File: config.mk
export PLATFORM = sky130hd
export DESIGN_NAME = dio_card_top
export DESIGN_NICKNAME = d
export VERILOG_FILES = /design/src/common/dio_card_pkg.sv /design/src/common/port_bank_if.sv /design/src/hw/window_bank.sv /design/src/hw/dio_card_top.sv
export SDC_FILE = /design/constraint.sdc
export NUM_CORES = 1
export LEC_CHECK = 0
export BUFFER_PORTS_ARGS = -buffer_cell sky130_fd_sc_hd__buf_2
export CAP_MARGIN = 0
export CORE_AREA = 5 5 219 221
export CTS_CLUSTER_DIAMETER = 60
export DETAILED_ROUTE_END_ITERATION = 7
export DIE_AREA = 0 0 224 226
export GPL_ROUTABILITY_DRIVEN = 0
export HOLD_SLACK_MARGIN = 0.15
export SYNTH_ARGS = -nofsm -noshare
export SYNTH_HDL_FRONTEND = slang
export SYNTH_SLANG_ARGS = --single-unit
File: constraint.sdc
create_clock -name sys_clk_i -period 9.7 [get_ports sys_clk_i]
set_input_delay 0 -clock sys_clk_i [delete_from_list [all_inputs] [get_ports sys_clk_i]]
set_output_delay 0 -clock sys_clk_i [all_outputs]
set_load 0.02 [all_outputs]
File: src/common/dio_card_pkg.sv
package dio_card_pkg;
	localparam int unsigned NUM_PORTS       = 21;
	localparam int unsigned NUM_PORTS_SHORT = 18;
	localparam int unsigned PORT_W          = 8;
	localparam int unsigned SEL_W           = 5;
	localparam int unsigned ADDR_W          = 8;
	localparam int unsigned DATA_W          = 8;
	localparam int unsigned SIDE_W          = 8;
	localparam int unsigned IRQ_W           = 4;
	localparam int unsigned CODE_W          = 4;
	localparam int unsigned BOARD_NUM_W     = 4;
	localparam int unsigned DIR_GROUP_W     = 6;
	localparam int unsigned DIR_LAST_W      = 3;
	localparam int unsigned GLOBAL_EN_BIT   = 0;
	localparam int unsigned STATUS_CODE_LSB = 4;

	// io_base_offset relative byte offsets
	localparam logic [ADDR_W-1:0] OFF_GLOBAL_EN   = 8'h00;
	localparam logic [ADDR_W-1:0] OFF_SIDE_DIR    = 8'h02;
	localparam logic [ADDR_W-1:0] OFF_SIDE_DATA   = 8'h03;
	localparam logic [ADDR_W-1:0] OFF_IRQ_MASK    = 8'h05;
	localparam logic [ADDR_W-1:0] OFF_SIDE_STATUS = 8'h07;
	localparam logic [ADDR_W-1:0] OFF_IRQ_POL     = 8'h2a;
	localparam logic [ADDR_W-1:0] OFF_WINDOW      = 8'hc0;
	localparam logic [ADDR_W-1:0] OFF_PORT_SEL    = 8'hc4;
	localparam logic [ADDR_W-1:0] OFF_DIR_0_5     = 8'hc8;
	localparam logic [ADDR_W-1:0] OFF_DIR_6_11    = 8'hcc;
	localparam logic [ADDR_W-1:0] OFF_DIR_12_17   = 8'hd0;
	localparam logic [ADDR_W-1:0] OFF_DIR_18_20   = 8'hd4;
	localparam logic [ADDR_W-1:0] OFF_BOARD_NUM   = 8'hf0;

	localparam logic [SEL_W-1:0] LAST_PORT_WIDE  = 5'h14;
	localparam logic [SEL_W-1:0] LAST_PORT_SHORT = 5'h11;

	localparam logic               RST_GLOBAL_EN = 1'b0;
	localparam logic [SIDE_W-1:0]  RST_SIDE_DIR  = 8'h00;
	localparam logic [SIDE_W-1:0]  RST_SIDE_DATA = 8'h00;
	localparam logic [IRQ_W-1:0]   RST_IRQ_MASK  = 4'h0;
	localparam logic [IRQ_W-1:0]   RST_IRQ_POL   = 4'hf;
	localparam logic [SEL_W-1:0]   RST_PORT_SEL  = 5'h00;
	localparam logic [NUM_PORTS-1:0] RST_PORT_DIR = 21'h1fffff;
	localparam logic [PORT_W-1:0]  RST_OUT_LATCH = 8'h00;
	localparam logic [DATA_W-1:0]  READ_RESERVED = 8'h00;
endpackage : dio_card_pkg

File: src/common/port_bank_if.sv
`timescale 1ns/1ps
interface port_bank_if;
	import dio_card_pkg::*;
	logic                        enable;
	logic                        wr;
	logic                        rd;
	logic                        sel_ok;
	logic [SEL_W-1:0]            sel;
	logic [PORT_W-1:0]           wdata;
	logic [NUM_PORTS-1:0]        dir_in;
	logic [PORT_W-1:0]           rd_data;

	modport ctrl (
		output enable,
		output wr,
		output rd,
		output sel_ok,
		output sel,
		output wdata,
		output dir_in,
		input  rd_data
	);
	modport bank (
		input  enable,
		input  wr,
		input  rd,
		input  sel_ok,
		input  sel,
		input  wdata,
		input  dir_in,
		output rd_data
	);
endinterface : port_bank_if

File: src/hw/window_bank.sv
`timescale 1ns/1ps
module window_bank
	import dio_card_pkg::*;
(
	input  wire logic                          sys_clk_i,
	input  wire logic                          rst_ni,
	port_bank_if.bank                          bus,
	input  wire logic [NUM_PORTS*PORT_W-1:0]   port_in_i,
	output logic      [NUM_PORTS*PORT_W-1:0]   port_out_o,
	output logic      [NUM_PORTS*PORT_W-1:0]   port_oe_n_o
);
	import dio_card_pkg::*;

	logic [PORT_W-1:0] latch_q [NUM_PORTS];
	logic [PORT_W-1:0] rd_data_q;
	logic [PORT_W-1:0] rd_data_d;

	always_ff @(posedge sys_clk_i or negedge rst_ni)
	begin
		if (!rst_ni)
		begin
			for (int i = 0; i < NUM_PORTS; i++)
				latch_q[i] <= RST_OUT_LATCH;
		end
		else if (bus.wr && bus.enable && bus.sel_ok)
		begin
			latch_q[bus.sel] <= bus.wdata;
		end
	end

	always_comb
	begin
		rd_data_d = READ_RESERVED;
		if (bus.enable && bus.sel_ok)
		begin
			if (bus.dir_in[bus.sel])
				rd_data_d = port_in_i[bus.sel*PORT_W +: PORT_W];
			else
				rd_data_d = latch_q[bus.sel];
		end
	end

	always_ff @(posedge sys_clk_i or negedge rst_ni)
	begin
		if (!rst_ni)
			rd_data_q <= READ_RESERVED;
		else if (bus.rd)
			rd_data_q <= rd_data_d;
	end

	assign bus.rd_data = rd_data_q;

	always_comb
	begin
		for (int i = 0; i < NUM_PORTS; i++)
		begin
			port_out_o[i*PORT_W +: PORT_W]  = latch_q[i];
			port_oe_n_o[i*PORT_W +: PORT_W] = {PORT_W{bus.dir_in[i] | ~bus.enable}};
		end
	end
endmodule : window_bank

File: src/hw/dio_card_top.sv
`timescale 1ns/1ps
module dio_card_top
	import dio_card_pkg::*;
#(
	parameter bit WIDE_VARIANT = 1'b1
)
(
	input  wire logic                          sys_clk_i,
	input  wire logic                          nrst_i,
	input  wire logic [ADDR_W-1:0]             io_addr_i,
	input  wire logic                          io_wr_i,
	input  wire logic                          io_rd_i,
	input  wire logic [DATA_W-1:0]             io_wdata_i,
	output logic      [DATA_W-1:0]             io_rdata_o,
	output logic                               io_rvalid_o,
	input  wire logic [NUM_PORTS*PORT_W-1:0]   port_in_i,
	output logic      [NUM_PORTS*PORT_W-1:0]   port_out_o,
	output logic      [NUM_PORTS*PORT_W-1:0]   port_oe_n_o,
	input  wire logic [SIDE_W-1:0]             side_line_bit_i,
	output logic      [SIDE_W-1:0]             side_line_bit_o,
	output logic      [SIDE_W-1:0]             side_line_bit_oe_n_o,
	input  wire logic [IRQ_W-1:0]              irq_input_line_i,
	input  wire logic [CODE_W-1:0]             daughter_board_code_i,
	input  wire logic [BOARD_NUM_W-1:0]        board_number_i,
	output logic                               irq_o
);
	import dio_card_pkg::*;

	logic                  rst_meta_q;
	logic                  rst_sync_q;
	logic                  rst_n;

	logic                  global_io_enable_q;
	logic [SIDE_W-1:0]     side_line_direction_q;
	logic [SIDE_W-1:0]     side_line_data_q;
	logic [IRQ_W-1:0]      interrupt_enable_mask_q;
	logic [IRQ_W-1:0]      interrupt_polarity_q;
	logic [SEL_W-1:0]      active_port_select_q;
	logic [NUM_PORTS-1:0]  port_dir_q;
	logic [IRQ_W-1:0]      irq_adjusted;
	logic                  irq_q;
	logic                  sel_ok;

	logic [NUM_PORTS_SHORT-1:0] port_dir_lo_q;
	logic [DIR_LAST_W-1:0]      port_dir_hi_q;
	logic [DATA_W-1:0]          status_word;
	logic [DATA_W-1:0]          board_word;

	logic [DATA_W-1:0]     rdata_q;
	logic [DATA_W-1:0]     rdata_d;
	logic                  rvalid_q;
	logic                  win_rd_q;

	logic                  wr_global;
	logic                  wr_side_dir;
	logic                  wr_side_data;
	logic                  wr_mask;
	logic                  wr_pol;
	logic                  wr_window;
	logic                  wr_sel;
	logic                  wr_dir0;
	logic                  wr_dir1;
	logic                  wr_dir2;
	logic                  wr_dir3;
	logic                  rd_window;

	port_bank_if bank_bus ();

	// reset released through two flops, asserted at once
	always_ff @(posedge sys_clk_i or negedge nrst_i)
	begin
		if (!nrst_i)
		begin
			rst_meta_q <= 1'b0;
			rst_sync_q <= 1'b0;
		end
		else
		begin
			rst_meta_q <= 1'b1;
			rst_sync_q <= rst_meta_q;
		end
	end

	assign rst_n = rst_sync_q;

	// exact compare: a partial decode would alias reserved offsets onto live registers
	// only mapped offsets decode writes
	assign wr_global    = io_wr_i && (io_addr_i == OFF_GLOBAL_EN);
	assign wr_side_dir  = io_wr_i && (io_addr_i == OFF_SIDE_DIR);
	assign wr_side_data = io_wr_i && (io_addr_i == OFF_SIDE_DATA);
	assign wr_mask      = io_wr_i && (io_addr_i == OFF_IRQ_MASK);
	assign wr_pol       = io_wr_i && (io_addr_i == OFF_IRQ_POL);
	assign wr_window    = io_wr_i && (io_addr_i == OFF_WINDOW);
	assign wr_sel       = io_wr_i && (io_addr_i == OFF_PORT_SEL);
	assign wr_dir0      = io_wr_i && (io_addr_i == OFF_DIR_0_5);
	assign wr_dir1      = io_wr_i && (io_addr_i == OFF_DIR_6_11);
	assign wr_dir2      = io_wr_i && (io_addr_i == OFF_DIR_12_17);
	assign wr_dir3      = io_wr_i && (io_addr_i == OFF_DIR_18_20);
	assign rd_window    = io_rd_i && (io_addr_i == OFF_WINDOW);

	// side lines and interrupts ignore this bit; only the port bank is gated
	// global enable bit
	always_ff @(posedge sys_clk_i or negedge rst_n)
	begin
		if (!rst_n)
			global_io_enable_q <= RST_GLOBAL_EN;
		else if (wr_global)
			global_io_enable_q <= io_wdata_i[GLOBAL_EN_BIT];
	end

	always_ff @(posedge sys_clk_i or negedge rst_n)
	begin
		if (!rst_n)
			side_line_direction_q <= RST_SIDE_DIR;
		else if (wr_side_dir)
			side_line_direction_q <= io_wdata_i;
	end

	always_ff @(posedge sys_clk_i or negedge rst_n)
	begin
		if (!rst_n)
			side_line_data_q <= RST_SIDE_DATA;
		else if (wr_side_data)
			side_line_data_q <= io_wdata_i;
	end

	assign side_line_bit_o      = side_line_data_q;
	assign side_line_bit_oe_n_o = ~side_line_direction_q;

	// upper mask bits are dropped; only four lines exist
	// interrupt source mask
	always_ff @(posedge sys_clk_i or negedge rst_n)
	begin
		if (!rst_n)
			interrupt_enable_mask_q <= RST_IRQ_MASK;
		else if (wr_mask)
			interrupt_enable_mask_q <= io_wdata_i[IRQ_W-1:0];
	end

	// reset passes every line straight through
	// polarity select
	always_ff @(posedge sys_clk_i or negedge rst_n)
	begin
		if (!rst_n)
			interrupt_polarity_q <= RST_IRQ_POL;
		else if (wr_pol)
			interrupt_polarity_q <= io_wdata_i[IRQ_W-1:0];
	end

	assign irq_adjusted = ~(irq_input_line_i ^ interrupt_polarity_q);

	// registered so a decode glitch never reaches the host as a runt pulse
	// level request, registered one cycle
	always_ff @(posedge sys_clk_i or negedge rst_n)
	begin
		if (!rst_n)
			irq_q <= 1'b0;
		else
			irq_q <= |(irq_adjusted & interrupt_enable_mask_q);
	end

	assign irq_o = irq_q;

	always_ff @(posedge sys_clk_i or negedge rst_n)
	begin
		if (!rst_n)
			active_port_select_q <= RST_PORT_SEL;
		else if (wr_sel)
			active_port_select_q <= io_wdata_i[SEL_W-1:0];
	end

	// a wild select number must never index past the bank
	// port count follows variant
	assign sel_ok = WIDE_VARIANT ? (active_port_select_q <= LAST_PORT_WIDE)
	                             : (active_port_select_q <= LAST_PORT_SHORT);

	always_ff @(posedge sys_clk_i or negedge rst_n)
	begin
		if (!rst_n)
			port_dir_lo_q <= RST_PORT_DIR[NUM_PORTS_SHORT-1:0];
		else
		begin
			if (wr_dir0)
				port_dir_lo_q[0 +: DIR_GROUP_W] <= io_wdata_i[DIR_GROUP_W-1:0];
			if (wr_dir1)
				port_dir_lo_q[DIR_GROUP_W +: DIR_GROUP_W] <= io_wdata_i[DIR_GROUP_W-1:0];
			if (wr_dir2)
				port_dir_lo_q[2*DIR_GROUP_W +: DIR_GROUP_W] <= io_wdata_i[DIR_GROUP_W-1:0];
		end
	end

	// last group only on wide variant
	always_ff @(posedge sys_clk_i or negedge rst_n)
	begin
		if (!rst_n)
			port_dir_hi_q <= RST_PORT_DIR[NUM_PORTS-1:NUM_PORTS_SHORT];
		else if (wr_dir3 && WIDE_VARIANT)
			port_dir_hi_q <= io_wdata_i[DIR_LAST_W-1:0];
	end

	// two flops keep one writer each; the bank sees one flat word
	assign port_dir_q = {port_dir_hi_q, port_dir_lo_q};

	// the bank sees the window only through these strobes
	assign bank_bus.enable = global_io_enable_q;
	assign bank_bus.wr     = wr_window;
	assign bank_bus.rd     = rd_window;
	assign bank_bus.sel_ok = sel_ok;
	assign bank_bus.sel    = active_port_select_q;
	assign bank_bus.wdata  = io_wdata_i;
	assign bank_bus.dir_in = port_dir_q;

	window_bank u_bank (
		.sys_clk_i   (sys_clk_i),
		.rst_ni      (rst_n),
		.bus         (bank_bus),
		.port_in_i   (port_in_i),
		.port_out_o  (port_out_o),
		.port_oe_n_o (port_oe_n_o)
	);

	assign status_word = {daughter_board_code_i, irq_input_line_i};
	assign board_word  = {{(DATA_W-BOARD_NUM_W){1'b0}}, board_number_i};

	always_comb
	begin
		rdata_d = READ_RESERVED;
		unique case (io_addr_i)
			OFF_SIDE_DATA:
				rdata_d = side_line_data_q;
			OFF_SIDE_STATUS:
				rdata_d = status_word;
			OFF_BOARD_NUM:
				rdata_d = board_word;
			// window data comes from the bank's own flop
			OFF_WINDOW:
				rdata_d = READ_RESERVED;
			default:
				rdata_d = READ_RESERVED;
		endcase
	end

	// read answer one edge after the strobe
	always_ff @(posedge sys_clk_i or negedge rst_n)
	begin
		if (!rst_n)
			rvalid_q <= 1'b0;
		else
			rvalid_q <= io_rd_i;
	end

	// source choice kept with the data so the answer stands until the next read
	always_ff @(posedge sys_clk_i or negedge rst_n)
	begin
		if (!rst_n)
			win_rd_q <= 1'b0;
		else if (io_rd_i)
			win_rd_q <= rd_window;
	end

	always_ff @(posedge sys_clk_i or negedge rst_n)
	begin
		if (!rst_n)
			rdata_q <= READ_RESERVED;
		else if (io_rd_i)
			rdata_q <= rdata_d;
	end

	// window data already sits in the bank's own flop; mux only picks a source
	assign io_rdata_o  = win_rd_q ? bank_bus.rd_data : rdata_q;
	assign io_rvalid_o = rvalid_q;
endmodule : dio_card_top

After elaboration in Yosys (flattened, before gate mapping)
Index checks and enable logic that the tools add are counted.

Bits in registers: 240. Bits in latches: 0. Bits in writable memories: 0. Bits in read-only memories: 0. Input bits: 208. Memories: 0.

$add $sub $neg: 0. $mul: 0. Div/mod/pow operators: 0. $lt $le $gt $ge: 4. Equality and inequality tests: 12. Shifts and indexed selects: 1. Multiplexer cells: 12. Bitwise gates (word level): 27. Reductions and logical operators: 18.

Operator list (count): 168-bit bitwise mux (1); 168-bit by 9-bit variable part select with 8-bit output (1); 8-bit equality test (second input constant) (7); 8-bit 2-to-1 mux (6); 8-bit binary-select mux with 5-bit select (1); 8-bit demux with 5-bit select (1); 8-bit case mux with 3 select lines (1); 1-bit bitwise OR (21); 8-bit by 2-bit equality test with 1-bit output (second input constant) (2); 8-bit by 3-bit equality test with 1-bit output (second input constant) (2); 1-bit logical AND (16); 8-bit by 6-bit equality test with 1-bit output (second input constant) (1); 8-bit logical NOT (1); 8-bit NOT (1); 6-bit greater-or-equal comparator (second input constant) (1); 5-bit by 6-bit less-than comparator with 1-bit output (second input constant) (1); 6-bit by 1-bit less-than comparator with 1-bit output (second input constant) (1); 5-bit NOT with 6-bit output (1); 1-bit binary-select mux with 5-bit select (1); 5-bit <= comparator (second input constant) (1); 4-bit AND (1); 4-bit NOT (1); 4-bit OR reduction (1); 4-bit bitwise XOR (1); other kinds (2) (2).

Longest topological paths before layout
Depth in word-level cells: 6. Depth in mapped cells: 11. Gate-level depth less buffers: 6.

Cells and area by module
From an unflattened synthesis, not the netlist that was laid out.

Cell total of the unflattened synthesis: 1017. Area total of the unflattened synthesis: 13434.1 sq um.

Modules (own cells, without submodules): window_bank (instances 1, cells an instance 800, area each 10607.7 sq um, seq. area each 4404.2 sq um); dio_card_top (instances 1, cells an instance 217, area each 2826.5 sq um, seq. area each 1632.8 sq um).

Worst setup path after synthesis
OpenSTA, ideal clock, no wires.

Kind: reg-to-reg. From: register active_port_select_q[0]. To: register u_bank.latch_q, in the netlist u_bank.port_out_o[140]. Setup time: 0.125 ns. Arrival: 2.248 ns. Path slack: 7.327 ns. Stages on the path, launching flop included: 9. Path buffers: 5. Path through: dfrtp_1 > clkbuf_1 > buf_2 > buf_2 > buf_2 > buf_4 > nand3b_4 > nor2_4 > mux2_2.

Word-level cells in the longest chain between the ends: 6. Elaborated cells on any way between the ends: 9. Those cells by class: order compare (3); mux (3); bitwise (1); reduce/logical (2).

RTL lines: start: declaration (line dio_card_top.sv:38) `logic [SEL_W-1:0] active_port_select_q;`; start signal: assignment (line dio_card_top.sv:169) `active_port_select_q <= io_wdata_i[SEL_W-1:0];`; 5-bit NOT with 6-bit output (implied by the code) (line window_bank.sv:27) `latch_q[bus.sel] <= bus.wdata;`; 6-bit greater-or-equal comparator (implied by the code) or 6-bit by 1-bit less-than comparator with 1-bit output (tied branches) (line window_bank.sv:27); 1-bit logical AND (implied by the code) (line window_bank.sv:27); 8-bit 2-to-1 mux (implied by the code) (line window_bank.sv:27); 8-bit demux with 5-bit select (line window_bank.sv:27); 168-bit bitwise mux (line window_bank.sv:27); end signal: indexed assignment (line window_bank.sv:27); end: declaration (line window_bank.sv:14) `logic [PORT_W-1:0] latch_q [NUM_PORTS];`.

Parallel ways exist; a longest one is shown, timed or not. A chain may end at the register's enable or synchronous reset.

Worst setup path after layout
From: register active_port_select_q[1]. To: register u_bank.rd_data_q[1] (netlist: u_bank.bus.rd_data[1]).

Word-level cells in the longest chain between the ends: 6. Elaborated cells on any way between the ends: 11. Those cells by class: order compare (1); shift (1); mux (7); bitwise (1); reduce/logical (1).

RTL lines: parallel branches: the longest is 5 deep, another holds 168-bit by 9-bit variable part select with 8-bit output; 8-bit 2-to-1 mux * (line window_bank.sv:34) `if (bus.enable && bus.sel_ok)`; end signal: assignment (line window_bank.sv:48) `rd_data_q <= rd_data_d;`; end: declaration (line window_bank.sv:15) `logic [PORT_W-1:0] rd_data_q;`.

Mark *: on every way between the ends. The select of a mux whose other input is x is not followed.

==> impl_metrics.tcl <==
set metrics [dict create \
    total_power_mw 2.50 \
    synth_top_cells_by_area "dfrtp_1 (39%), mux2_2 (18%), mux2i_1 (9.7%)" \
    totalWireLength_mm 54.5 \
    worst-r2r-setup-slack_ns 5.62 \
    finalSetupViolations 0 \
    core_region_area_um2 46000 \
    portBuffers 561 \
    final_hold_viol_count 0 \
    cp.arrival_ns 4.58 \
    holdPathEnd "port_dir_lo_q[4]" \
    grt_pass1_wl_mm 76.4 \
    tns_ns 0 \
    endpoint_kind "register" \
    htreeDepth 1 \
    dieArea_um2 50600 \
    min_period_over_period 0.421 \
    holdWs_ns 0.149 \
    syn_avg_cell_area_um2 11.9 \
    gr-total-overflow 0 \
    dp.cells 2117 \
    slew_violations 0 \
    grt_usage 0.202 \
    fmax_mhz 245 \
    drive_above_1_share 0.564 \
    hold_path_class "in -> reg" \
    ys.flop_type "dfrtp_1" \
    antenna_found_initial 3 \
    fillers 4511 \
    placed_area_um2 16000 \
    path_max_fanout 22 \
    first_pass_iters 5 \
    timing.final.crit_period_ns 4.08 \
    hold_depth 2 \
    worst_slack_ns 5.62 \
    netlist_instances 1155 \
    synth_seq_cells 240 \
    r2r_start "active_port_select_q[1]" \
    min_from "io_wdata_i[4]" \
    cts_buffer_depth 3 \
    insertion_delay_ns 0.58 \
    seq_area_frac_synth 0.440 \
    final_util 0.385 \
    die_x_um 224 \
    cap_violations 0 \
    max_slew_margin 0.271 \
    place_ws_ns 6.07 \
    stdcell_count 2239 \
    outcome "completed" \
    placementRows 79 \
    via_per_inst 4.98 \
    ir_drop_mv 0.126 \
    critical_path_class "reg -> reg" \
    r2r_end "u_bank.bus.rd_data[1]" \
    io_pins 570 \
    synth_area_leader_cell "dfrtp_1" \
    synth-edff-count 0 \
    final_area_um2 17700 \
    clock_skew_ns 0.0161 \
    r2r_cells 9 \
    post_drt_wl_per_cell_um 24.3 \
    clkSlewWorstSetupHoldPaths_ns 0.06 \
    die_y_um 226 \
    critPathRequiredTime_ns 10.20 \
    drcViolationCount 0 \
    vias 11100 \
    initial_core_util 0.299 \
    synth_area_um2 13700 \
    place_hpwl_mm 41.5 \
    cts.sinks 240 \
    synthArstFlopShare 1.00 \
    grt_setup_unrepaired "false" \
    powerDensity_nw_per_um2 141 \
    syn_to_final_growth_pct 28.9 \
    leakage_nw 8.38 \
    root_buffer "clkbuf_16" \
    num-nets-final 1816 \
    worstMarginPinSlew_ns 1.09 \
    cts_buffers 31 \
    synth_nets 1363 \
    synth_warnings 0 \
    grt_max_degree 127 \
    netlist.area_leader.share 0.392 \
    ant_nets 0 \
    grt_pass1_vias 11300 \
    startpoint_type "register" \
    cts_tree "yes" \
    yosysUniqueCellTypes 54 \
    drtIter0Drc 555 \
]
[metal layers]
layer | GRT usage | routed length (um)
met1 | 0.261 | 22600
met2 | 0.333 | 26000
met3 | 0.0590 | 4240
met4 | 0.0569 | 1660
met5 | 0 | 0
[where the power goes]
part	total, mW	switching, mW	internal, mW
clock network	1.13	0.458	0.671
logic	0.332	0.203	0.129
registers	1.04	0.0172	1.02
[worst max-delay path, cell delays in order (launching register included)]
cell and delay [ns]:
dfrtp_1 0.87, buf_4 0.43, nand4b_1 0.66, o22ai_1 0.54, a211oi_1 0.09, dlygate4sd3_1 0.57
nand3_1 0.07, dlygate4sd3_1 0.55, mux2i_1 0.07, o21ai_1 0.12
[synthesized netlist by cell type (3+ instances only)]
cell type	number
dfrtp_1	215
mux2_2	215
buf_4	150
mux2i_1	133
o22ai_1	67
clkbuf_1	47
nand2_1	37
dfstp_2	25
nand2b_1	23
buf_2	20
nor2_1	20
mux4_2	18
a211oi_1	15
a21oi_1	14
inv_1	14
a22oi_1	13
mux2_1	10
nor2_4	10
nor4_1	9
and3_1	8
buf_1	7
nand3_1	7
o21ai_0	7
o31ai_1	6
nor2_2	5
nor3_1	5
a22o_1	4
nand2_2	4
nand4bb_1	4
nor3b_1	4
or4b_2	4
xnor2_1	4
nor4b_1	3
[state kept, by name, summed over array words and instances (netlist names), 3 cells and up]
| register | flops |
|---|---|
| active_port_select_q | 5 |
| interrupt_enable_mask_q | 4 |
| interrupt_polarity_q | 4 |
| port_dir_hi_q | 3 |
| port_dir_lo_q | 18 |
| rdata_q | 8 |
| side_line_bit_o | 8 |
| side_line_direction_q | 8 |
| u_bank.bus.rd_data | 8 |
| u_bank.port_out_o | 168 |
[cells by family (layout without fill, tap and decap cells)]
group,after synthesis,after routing,synth area share
AOI/OAI and AO/OA,132,132,0.0624
and+or+nand+nor,164,164,0.0760
muxes,376,376,0.311
xor gates and xnor gates,4,4,0.00255
DFF,240,240,0.440
buffers and inverters,238,713,0.108
other,1,3,0.000273
[repair_timing]
item                      4_1_cts  5_1_grt
gates resized for setup         0        0
setup buffers                   0        0
hold endpoints to repair      186        0
hold buffers                   65        0
[placed cells by master (no fill, tap or decap), types with 17 or more instances in the layout]
cell type,count
o22ai_1,67
clkbuf_16,31
nor2_1,20
buf_2,561
dfrtp_1,213
mux4_2,18
mux2_2,215
nand2b_1,23
dlygate4sd3_1,65
mux2i_1,133
buf_4,17
dfstp_2,25
nand2_1,37
[how the worst max path moves through the flow]
stage | end | cells after the start | slack [ns] | start
2_1_floorplan | active_port_select_q[0] | 0 | 2.56 | rst_n
3_3_place_gp | u_bank.bus.rd_data[2] | 8 | 6.08 | active_port_select_q[1]
3_5_place_dp | u_bank.bus.rd_data[2] | 8 | 6.07 | active_port_select_q[1]
4_1_cts | u_bank.bus.rd_data[1] | 9 | 5.60 | active_port_select_q[1]
5_1_grt | u_bank.bus.rd_data[1] | 9 | 5.47 | active_port_select_q[1]
6_report | u_bank.bus.rd_data[1] | 9 | 5.62 | active_port_select_q[1]
[cell type report]
type | count | area (um^2) | area share
diodes | 2 | 5.00 | 0.000283
clock buffers | 42 | 847 | 0.0479
clock inverters | 13 | 159 | 0.00898
inverters | 14 | 52.6 | 0.00297
multi-input cells | 677 | 6220 | 0.352
flip-flops and latches | 240 | 6040 | 0.342
well taps | 607 | 759 | 0.0429
repair buffers | 644 | 3610 | 0.204
No activity file was read; power rests on OpenSTA's default activity.
